`src/hw/fpec_pkg.sv`:
```
// Shared constants and types of the flash program and erase controller
package fpec_pkg;

    // Register indices as printed; byte address on APB is four times the index
    localparam logic [15:0] IDX_OVERLAY   = 16'hFEDB;
    localparam logic [15:0] IDX_CTRL_A    = 16'hFFA8;
    localparam logic [15:0] IDX_CTRL_B    = 16'hFFA9;
    localparam logic [15:0] IDX_BLK_LOW   = 16'hFFAA;
    localparam logic [15:0] IDX_BLK_HIGH  = 16'hFFAB;
    localparam int          APB_ADDR_W    = 18;

    // flash_control_a fields
    localparam int BIT_PROGRAM     = 0;
    localparam int BIT_ERASE_START = 1;
    localparam int BIT_PROG_CHECK  = 2;
    localparam int BIT_ERASE_CHECK = 3;
    localparam int BIT_SW_GATE     = 6;
    localparam logic [7:0] CTRL_A_WMASK = 8'h4F;

    // flash_control_b fields
    localparam int BIT_FAULT_FLAG  = 7;

    // overlay_window_reg fields
    localparam int BIT_OVERLAY_ON  = 3;
    localparam int OVL_AREA_MSB    = 2;
    localparam logic [7:0] OVERLAY_WMASK = 8'h0F;

    // Reset values
    localparam logic [7:0] RST_CTRL_A   = 8'h00;
    localparam logic [7:0] RST_BLK_LOW  = 8'h00;
    localparam logic [7:0] RST_BLK_HIGH = 8'h00;
    localparam logic [7:0] RST_OVERLAY  = 8'h00;

    // Page latch and verify arming
    localparam int          PAGE_BYTES  = 128;
    localparam int          PAGE_IDX_W  = 7;
    localparam int          FLASH_ADDR_W = 24;
    localparam logic [7:0]  DUMMY_BYTE  = 8'hFF;
    localparam logic [1:0]  VERIFY_ALIGN = 2'b00;

    typedef enum logic [2:0]
    {
        MODE_IDLE  = 3'b000,
        MODE_PROG  = 3'b001,
        MODE_PVER  = 3'b010,
        MODE_ERASE = 3'b011,
        MODE_EVER  = 3'b100
    } fpec_mode_e;

endpackage

```
`src/hw/fpec_page_if.sv`:
```
// Carrier between the controller and its page buffer
`timescale 1ns/1ps
interface fpec_page_if #(
    parameter int IDX_W  = 7,
    parameter int DATA_W = 8
);
    logic              wrEn;
    logic [IDX_W-1:0]  wrIdx;
    logic [DATA_W-1:0] wrData;
    logic [IDX_W-1:0]  rdIdx;
    logic [DATA_W-1:0] rdData;

    modport ctrl  (output wrEn, output wrIdx, output wrData, output rdIdx, input rdData);
    modport store (input wrEn, input wrIdx, input wrData, input rdIdx, output rdData);
endinterface

```
`src/hw/fpec_page_latch.sv`:
```
// Page buffer holding the bytes of one program page
`timescale 1ns/1ps
module fpec_page_latch #(
    parameter int DEPTH  = 128,
    parameter int IDX_W  = 7,
    parameter int DATA_W = 8
) (
    input  wire logic  core_clk,
    input  wire logic  rst_b,
    fpec_page_if.store pg
);
    logic [DATA_W-1:0] mem_q [DEPTH];
    logic [DATA_W-1:0] rdData_q;

    // Storage is not reset; software always refills a whole page
    always_ff @(posedge core_clk)
    begin
        if (pg.wrEn)
        begin
            mem_q[pg.wrIdx] <= pg.wrData;
        end
    end

    always_ff @(posedge core_clk)
    begin
        if (!rst_b)
        begin
            rdData_q <= '0;
        end
        else
        begin
            rdData_q <= mem_q[pg.rdIdx];
        end
    end

    assign pg.rdData = rdData_q;
endmodule

```
`src/hw/fpec_top.sv`:
```
// Flash program and erase controller with APB registers and protection
//
// Overview of operation
// - Control register A picks one of program, program-verify, erase, erase-verify.
// - 128 bytes written in order are latched; page starts at low byte 00 or 80.
// - Programming is applied only while the program bit stays set.
// - Verify is armed by dummy FF write to word-aligned address, then read back.
// - Erase acts on one selected block only; blocks are erased one by one.
// - Erasure is applied only while the erase bit stays set.
// - Warm reset or standby aborts operations and clears control register A and low select.
// - With write gate clear, program and erase bits start nothing.
// - Each low select bit enables one block; zero protects all blocks.
// - Flash read, exception or sleep during program or erase sets the fault flag.
// - On fault, registers stay, operation aborts, and restart is refused.
// - Verify modes may still be entered while the fault flag is set.
// - Fault state clears only on power-on reset.
// - With overlay on, all blocks are protected from program and erase.
`timescale 1ns/1ps
module fpec_top #(
    parameter int PAGE_DEPTH = fpec_pkg::PAGE_BYTES
) (
    input  wire logic                                core_clk,
    input  wire logic                                rst_b,
    input  wire logic                                warmReset,
    input  wire logic                                standbyReq,
    input  wire logic                                psel,
    input  wire logic                                penable,
    input  wire logic                                pwrite,
    input  wire logic [fpec_pkg::APB_ADDR_W-1:0]     paddr,
    input  wire logic [31:0]                         pwdata,
    input  wire logic [3:0]                          pstrb,
    output logic      [31:0]                         prdata,
    output logic                                     pready,
    output logic                                     pslverr,
    input  wire logic                                flashWrValid,
    input  wire logic [fpec_pkg::FLASH_ADDR_W-1:0]   flashWrAddr,
    input  wire logic [7:0]                          flashWrData,
    input  wire logic                                flashRdAccess,
    input  wire logic                                exceptionTaken,
    input  wire logic                                sleepExec,
    input  wire logic [fpec_pkg::PAGE_IDX_W-1:0]     pageRdIdx,
    output logic      [7:0]                          pageRdData,
    output logic      [fpec_pkg::FLASH_ADDR_W-8:0]   pageBase,
    output logic                                     pageFull,
    output logic                                     progActive,
    output logic                                     eraseActive,
    output logic                                     progVerifyActive,
    output logic                                     eraseVerifyActive,
    output logic      [15:0]                         eraseBlockSel,
    output logic                                     verifyArmed,
    output logic      [fpec_pkg::FLASH_ADDR_W-1:0]   verifyAddr,
    output logic                                     flashStandby,
    output logic                                     overlayActive,
    output logic      [2:0]                          overlayArea
);
    localparam int AW = fpec_pkg::APB_ADDR_W;
    localparam int FW = fpec_pkg::FLASH_ADDR_W;
    localparam int IW = fpec_pkg::PAGE_IDX_W;

    localparam logic [AW-1:0] ADDR_OVERLAY  = {fpec_pkg::IDX_OVERLAY, 2'b00};
    localparam logic [AW-1:0] ADDR_CTRL_A   = {fpec_pkg::IDX_CTRL_A, 2'b00};
    localparam logic [AW-1:0] ADDR_CTRL_B   = {fpec_pkg::IDX_CTRL_B, 2'b00};
    localparam logic [AW-1:0] ADDR_BLK_LOW  = {fpec_pkg::IDX_BLK_LOW, 2'b00};
    localparam logic [AW-1:0] ADDR_BLK_HIGH = {fpec_pkg::IDX_BLK_HIGH, 2'b00};
    localparam logic [IW:0]   PAGE_COUNT_FULL = (IW+1)'(PAGE_DEPTH);

    logic [7:0]            ctrlA_q;
    logic                  fault_q;
    logic [7:0]            blkLow_q;
    logic [7:0]            blkHigh_q;
    logic [7:0]            overlay_q;
    fpec_pkg::fpec_mode_e  mode_q;
    fpec_pkg::fpec_mode_e  mode_d;
    logic [31:0]           prdata_q;
    logic [FW-8:0]         pageBase_q;
    logic [IW:0]           pageCount_q;
    logic                  pageOpen_q;
    logic                  verifyArmed_q;
    logic [FW-1:0]         verifyAddr_q;

    logic                  hwProt;
    logic                  busSetup;
    logic                  busAccess;
    logic                  addrHit;
    logic                  wrStrobe;
    logic                  wrLow;
    logic [7:0]            wrByte;
    logic [7:0]            rdByte;
    logic [3:0]            opBits;
    logic                  opSingle;
    logic                  swGate;
    logic                  eraseBlockOk;
    logic                  arrayBusy;
    logic                  errEvent;
    logic                  pageStart;
    logic                  pageNext;

    fpec_page_if #(.IDX_W(IW), .DATA_W(8)) pg ();

    fpec_page_latch #(
        .DEPTH  (PAGE_DEPTH),
        .IDX_W  (IW),
        .DATA_W (8)
    ) u_page (
        .core_clk (core_clk),
        .rst_b    (rst_b),
        .pg       (pg.store)
    );

    // Hardware protection: warm reset or standby entry
    assign hwProt = warmReset | standbyReq;

    // APB slave, zero wait states; read data is captured in the setup cycle
    assign busSetup  = psel & ~penable;
    assign busAccess = psel & penable;
    assign addrHit   = (paddr == ADDR_OVERLAY) | (paddr == ADDR_CTRL_A) |
                       (paddr == ADDR_CTRL_B) | (paddr == ADDR_BLK_LOW) |
                       (paddr == ADDR_BLK_HIGH);
    assign pready    = busAccess;
    assign pslverr   = busAccess & ~addrHit;
    assign wrStrobe  = busAccess & pwrite & addrHit;
    assign wrLow     = wrStrobe & pstrb[0];
    assign wrByte    = pwdata[7:0];
    assign prdata    = prdata_q;

    always_comb
    begin
        rdByte = 8'h00;
        unique case (paddr)
            ADDR_OVERLAY:  rdByte = overlay_q;
            ADDR_CTRL_A:   rdByte = ctrlA_q;
            ADDR_CTRL_B:   rdByte = {fault_q, 7'h00};
            ADDR_BLK_LOW:  rdByte = blkLow_q;
            ADDR_BLK_HIGH: rdByte = blkHigh_q;
            default:       rdByte = 8'h00;
        endcase
    end

    always_ff @(posedge core_clk)
    begin
        if (!rst_b)
        begin
            prdata_q <= '0;
        end
        else if (busSetup && !pwrite)
        begin
            prdata_q <= {24'h000000, rdByte};
        end
    end

    // Control register A; fault leaves it untouched
    always_ff @(posedge core_clk)
    begin
        if (!rst_b || hwProt)
        begin
            ctrlA_q <= fpec_pkg::RST_CTRL_A;
        end
        else if (wrLow && paddr == ADDR_CTRL_A)
        begin
            ctrlA_q <= wrByte & fpec_pkg::CTRL_A_WMASK;
        end
    end

    // Low block select is cleared by protection, high block select only by reset
    always_ff @(posedge core_clk)
    begin
        if (!rst_b || hwProt)
        begin
            blkLow_q <= fpec_pkg::RST_BLK_LOW;
        end
        else if (wrLow && paddr == ADDR_BLK_LOW)
        begin
            blkLow_q <= wrByte;
        end
    end

    always_ff @(posedge core_clk)
    begin
        if (!rst_b)
        begin
            blkHigh_q <= fpec_pkg::RST_BLK_HIGH;
        end
        else if (wrLow && paddr == ADDR_BLK_HIGH)
        begin
            blkHigh_q <= wrByte;
        end
    end

    always_ff @(posedge core_clk)
    begin
        if (!rst_b)
        begin
            overlay_q <= fpec_pkg::RST_OVERLAY;
        end
        else if (wrLow && paddr == ADDR_OVERLAY)
        begin
            overlay_q <= wrByte & fpec_pkg::OVERLAY_WMASK;
        end
    end

    // Mode selection
    assign opBits = {ctrlA_q[fpec_pkg::BIT_ERASE_CHECK], ctrlA_q[fpec_pkg::BIT_PROG_CHECK],
                     ctrlA_q[fpec_pkg::BIT_ERASE_START], ctrlA_q[fpec_pkg::BIT_PROGRAM]};
    assign opSingle = $onehot(opBits);
    // Program and erase need the gate, no overlay and no fault
    assign swGate = ctrlA_q[fpec_pkg::BIT_SW_GATE]
                  & ~overlay_q[fpec_pkg::BIT_OVERLAY_ON]
                  & ~fault_q;
    // Exactly one block in both selects, and low select zero protects everything
    assign eraseBlockOk = (blkLow_q != 8'h00)
                        & $onehot({blkHigh_q, blkLow_q});
    assign arrayBusy = (mode_q == fpec_pkg::MODE_PROG) | (mode_q == fpec_pkg::MODE_ERASE);
    assign errEvent  = arrayBusy & (flashRdAccess | exceptionTaken | sleepExec);

    always_comb
    begin
        mode_d = fpec_pkg::MODE_IDLE;
        if (!hwProt && !errEvent && opSingle)
        begin
            if (opBits[0] && swGate)
            begin
                mode_d = fpec_pkg::MODE_PROG;
            end
            else if (opBits[1] && swGate && eraseBlockOk)
            begin
                mode_d = fpec_pkg::MODE_ERASE;
            end
            else if (opBits[2] && ctrlA_q[fpec_pkg::BIT_SW_GATE])
            begin
                mode_d = fpec_pkg::MODE_PVER;
            end
            else if (opBits[3] && ctrlA_q[fpec_pkg::BIT_SW_GATE])
            begin
                mode_d = fpec_pkg::MODE_EVER;
            end
        end
    end

    always_ff @(posedge core_clk)
    begin
        if (!rst_b)
        begin
            mode_q <= fpec_pkg::MODE_IDLE;
        end
        else
        begin
            mode_q <= mode_d;
        end
    end

    // Fault flag: only a power-on reset clears it, warm reset and standby do not
    always_ff @(posedge core_clk)
    begin
        if (!rst_b)
        begin
            fault_q <= 1'b0;
        end
        else if (errEvent)
        begin
            fault_q <= 1'b1;
        end
    end

    // Page latch: start at a page boundary, then strictly consecutive bytes
    assign pageStart = flashWrValid & (mode_q == fpec_pkg::MODE_IDLE) &
                       ctrlA_q[fpec_pkg::BIT_SW_GATE] & (flashWrAddr[IW-1:0] == '0);
    assign pageNext  = flashWrValid & (mode_q == fpec_pkg::MODE_IDLE) &
                       ctrlA_q[fpec_pkg::BIT_SW_GATE] & pageOpen_q & ~pageStart &
                       (pageCount_q != PAGE_COUNT_FULL) &
                       (flashWrAddr[FW-1:IW] == pageBase_q) &
                       (flashWrAddr[IW-1:0] == pageCount_q[IW-1:0]);

    always_ff @(posedge core_clk)
    begin
        if (!rst_b || hwProt)
        begin
            pageOpen_q  <= 1'b0;
            pageCount_q <= '0;
            pageBase_q  <= '0;
        end
        else if (pageStart)
        begin
            pageOpen_q  <= 1'b1;
            pageCount_q <= (IW+1)'(1);
            pageBase_q  <= flashWrAddr[FW-1:IW];
        end
        else if (pageNext)
        begin
            pageCount_q <= pageCount_q + (IW+1)'(1);
        end
    end

    assign pg.wrEn   = pageStart | pageNext;
    assign pg.wrIdx  = flashWrAddr[IW-1:0];
    assign pg.wrData = flashWrData;
    assign pg.rdIdx  = pageRdIdx;

    // Verify arming: dummy byte to a word-aligned address in a verify mode
    always_ff @(posedge core_clk)
    begin
        if (!rst_b || (mode_q != fpec_pkg::MODE_PVER && mode_q != fpec_pkg::MODE_EVER))
        begin
            verifyArmed_q <= 1'b0;
            verifyAddr_q  <= '0;
        end
        else if (flashWrValid && flashWrData == fpec_pkg::DUMMY_BYTE &&
                 flashWrAddr[1:0] == fpec_pkg::VERIFY_ALIGN)
        begin
            verifyArmed_q <= 1'b1;
            verifyAddr_q  <= flashWrAddr;
        end
    end

    // Outputs; eraseBlockSel is the select register content, valid during erase only
    assign pageRdData        = pg.rdData;
    assign pageBase          = pageBase_q;
    assign pageFull          = pageCount_q == PAGE_COUNT_FULL;
    assign progActive        = mode_q == fpec_pkg::MODE_PROG;
    assign eraseActive       = mode_q == fpec_pkg::MODE_ERASE;
    assign progVerifyActive  = mode_q == fpec_pkg::MODE_PVER;
    assign eraseVerifyActive = mode_q == fpec_pkg::MODE_EVER;
    assign eraseBlockSel     = eraseActive ? {blkHigh_q, blkLow_q} : 16'h0000;
    assign verifyArmed       = verifyArmed_q;
    assign verifyAddr        = verifyAddr_q;
    assign flashStandby      = standbyReq;
    assign overlayActive     = overlay_q[fpec_pkg::BIT_OVERLAY_ON];
    assign overlayArea       = overlay_q[fpec_pkg::OVL_AREA_MSB:0];
endmodule

```
`config.mk`:
```
export PLATFORM = sky130hd
export DESIGN_NAME = fpec_top
export DESIGN_NICKNAME = d
export VERILOG_FILES = /design/src/hw/fpec_pkg.sv /design/src/hw/fpec_page_if.sv /design/src/hw/fpec_page_latch.sv /design/src/hw/fpec_top.sv
export SDC_FILE = /design/constraint.sdc
export NUM_CORES = 1
export LEC_CHECK = 0
export BUFFER_PORTS_ARGS = -buffer_cell sky130_fd_sc_hd__buf_2
export CORE_UTILIZATION = 45
export DETAILED_ROUTE_END_ITERATION = 12
export PLACE_DENSITY = 0.72
export SETUP_SLACK_MARGIN = 0.1
export SLEW_MARGIN = 25
export SYNTH_ARGS = -nofsm -noshare
export SYNTH_HDL_FRONTEND = slang
export SYNTH_HIERARCHICAL = 1
export SYNTH_SLANG_ARGS = --single-unit
export TNS_END_PERCENT = 5
```
`constraint.sdc`:
```
create_clock -name core_clk -period 5.7 [get_ports core_clk]
set_input_delay 1.14 -clock core_clk [delete_from_list [all_inputs] [get_ports core_clk]]
set_output_delay 1.14 -clock core_clk [all_outputs]
set_load 0.05 [all_outputs]
```
==> results.json <==
{
  "yosysMostFrequentCell": "edfxtp_1",
  "track_usage_pct": 21.4,
  "stdcell_count": 4178,
  "firstDrtPassIters": 7,
  "crit_cells": 10,
  "nFillCells": 7717,
  "die_area_sq_um": 101000,
  "antenna_found_initial": 4,
  "setup_viol": 0,
  "cp_cell_sequence": "buf_2 -> or4_1 -> nor4_1 -> nand2b_1 -> buf_4 -> nand2_1 -> nor2b_1 -> nand2_1 -> buf_4 -> nor2_1",
  "grt_pass1_vias": 24700,
  "synth_edf_count": 1024,
  "numCtsBuffers": 105,
  "globalplace.congestion": 0.914,
  "ys.flop_type": "edfxtp_1",
  "crit_path_top_delay_cell": "nor2_1",
  "cts_root_buffer": "clkbuf_16",
  "cts_buffer_depth": 3,
  "tns_ns": 0,
  "pwr_density_cell_nw_per_um2": 332,
  "ys_types": 67,
  "layout-drive-gt1-share_pct": 21.2,
  "power_w": 0.0169,
  "synth-seq-area-share_pct": 72.7,
  "drt-total-wl_um": 110000,
  "regArea_sq_um": 32700,
  "worstReg2RegEnd": "u_page/mem_q[49][2]$_DFFE_PP_",
  "grt_overflow": 0,
  "synthesis.area_sq_um": 44900,
  "path_max_fanout": 22,
  "area_delta_synth_final_pct": 13.0,
  "grt_max_degree": 128,
  "drc": 0,
  "min-delay-path-class": "flip-flop to flip-flop",
  "r2r_start": "pageCount_q[0]$_SDFFE_PP0P_",
  "cp.arrival_ns": 4.75,
  "yosysTopAreaCellShare_pct": 68.4,
  "rr_worst_depth": 12,
  "startpoint": "flashWrAddr[1]",
  "p_leak_nw": 16.8,
  "synth.ff_latch_count": 1120,
  "dp_cells": 3983,
  "crit_type": "input port to flip-flop",
  "via_per_inst": 5.95,
  "fin_crit_sh_pct": 78.4,
  "cts_hold_buf": 0,
  "fin_skew_ns": 0.0314,
  "h-tree-depth": 3,
  "slew_headroom_pct": 23.6,
  "crit_family": "simple AND/OR/NAND/NOR gates",
  "slew_viol_final": 0,
  "timing.fmax_mhz": 224,
  "dp_hpwl_um": 68800,
  "crit_path_end": "u_page/mem_q[49][2]$_DFFE_PP_",
  "die-height_um": 318,
  "layout_min_cycle_time_ns": 4.47,
  "worstSkewPairLatency_ns": 0.69,
  "fp.dieW_um": 318,
  "synth_area_leaders": "edfxtp_1 68%, mux4_2 8.7%, mux2i_1 5.0%, dfxtp_1 4.3%, nor2_1 1.6%",
  "endpoint_kind": "flip-flop",
  "crit_required_ns": 5.98,
  "synth_top_cell_by_area": "edfxtp_1",
  "rows": 115,
  "cts_num_sinks": 1120,
  "layout.nets": 2929,
  "io_buffer_count": 162,
  "core_area_sq_um": 98700,
  "clk_pin_slew_ns": 0.06,
  "peakVddDrop_mv": 0.222,
  "synthTopCellsByCount": "1024 x edfxtp_1, 226 x mux2i_1, 195 x nor2_1",
  "vias": 24900,
  "ys_warn_count": 6,
  "avgRoutedWirePerCell_um": 26.3,
  "async_reset_ff_share_pct": 0,
  "crit_buf_inv": 3,
  "synth_area_per_cell_sq_um": 17.4,
  "initial_utilization_pct": 45.5,
  "drt_iter0_markers": 3037,
  "multi_input_area_sq_um": 11300,
  "critPathLaunchType": "input port",
  "postCtsSetupBuffers": 0,
  "hold_viol": 0,
  "cts_resized": 0,
  "grt_pass1_wl_um": 161000,
  "synthCells": 2582,
  "max_cap_viol_count": 0,
  "ant_nets": 0,
  "rsz0062_at_grt": "false",
  "status": "complete, no violations",
  "post-route-util_pct": 51.5,
  "cpPeakStageDelay_ns": 0.69,
  "io_pins": 214,
  "r2r_setup_slack_ns": 1.53,
  "tightest_slew_ns": 1.14,
  "cts_tree": "built"
}
## where the power goes
part	switching (W)	internal (W)	leakage [nW]
clock network	0.00303	0.00401	1.69
logic	0.000594	0.000267	5.11
registers	0.00000522	0.00896	9.97
total	0.00363	0.0132	16.8
## registers in the layout, indices dropped and copies added, names as in the netlist, 3 cells and up
signal / flops
ctrlA_q: 5
mode_q: 3
pageBase: 17
u_page/pg.rdData: 8
prdata: 8
overlay_q: 4
u_page/mem_q: 1024
blkLow_q: 8
pageCount_q: 8
verifyAddr: 24
blkHigh_q: 8
## cells in the final DEF (no fill, tap or decap), types with 59 or more instances in the layout
| cell | synthesis | final |
|---|---|---|
| a21oi_1 | 59 | 59 |
| a22oi_1 | 71 | 71 |
| buf_2 | 22 | 151 |
| buf_4 | 39 | 90 |
| clkbuf_16 | 0 | 105 |
| dfxtp_1 | 96 | 96 |
| edfxtp_1 | 1024 | 1024 |
| mux2i_1 | 226 | 226 |
| mux4_2 | 173 | 173 |
| nand2_1 | 157 | 157 |
| nor2_1 | 195 | 194 |
## worst min-delay path by stage
stage                              start                        end  cells past startpoint
2_1_floorplan    pageOpen_q$_SDFFE_PP0P_    pageOpen_q$_SDFFE_PP0P_                      2
3_3_place_gp    verifyArmed$_SDFFE_PP0P_   verifyArmed$_SDFFE_PP0P_                      2
3_5_place_dp      prdata[6]$_SDFFE_PN0P_     prdata[6]$_SDFFE_PN0P_                      2
4_1_cts        pageBase[14]$_SDFFE_PP0P_  pageBase[14]$_SDFFE_PP0P_                      2
5_1_grt           prdata[6]$_SDFFE_PN0P_     prdata[6]$_SDFFE_PN0P_                      2
6_report       pageBase[14]$_SDFFE_PP0P_  pageBase[14]$_SDFFE_PP0P_                      2
## worst register-to-register path: cells and delay by family, from the launching register on
kind,cells,cell delay [ns]
buf+inv,3,0.64
simple gates,8,2.66
fa+ha+maj,1,0.18
flops,1,0.36
## through the flow
step,area (sq um),hold slack [ns],worst slack (ns)
4_1_cts,50800,0.482,1.37
6_report,50800,0.480,1.23
3_3_place_gp,47300,0.452,0.832
3_5_place_dp,47300,0.465,0.669
5_1_grt,50800,0.496,1.07
2_1_floorplan,45000,0.440,1.17
## layout make-up
| type | count | share of cell area, % |
|---|---|---|
| antenna | 3 | 0.0148 |
| clock buffer | 116 | 5.29 |
| clock inverter | 75 | 1.53 |
| inverter | 37 | 0.273 |
| multi-input combinational | 1290 | 22.2 |
| sequential | 1120 | 64.3 |
| tap | 1287 | 3.17 |
| timing repair buffer | 250 | 3.18 |
## logic make-up after synthesis
family / after synthesis / synth area share [%]
AOI/OAI and AO/OA: 263 / 4.03
xor gates and xnor gates: 25 / 0.487
adders and majority gates: 21 / 0.768
buffers and inverters: 195 / 2.43
DFF: 1120 / 72.7
muxes: 408 / 13.9
other: 1 / 0.00834
and+or+nand+nor: 549 / 5.66
## layer usage
metal	routed length [um]	part of all wire [%]	up-vias	GRT usage (%)
met2	52200	47	1342	34.4
met3	11000	10	206	5.08
met1	43400	40	12700	29.1
li1	-	-	10600	-
met4	3260	3.0	0	6.16
met5	0	0	-	0
No activity file was read; power rests on OpenSTA's default activity.
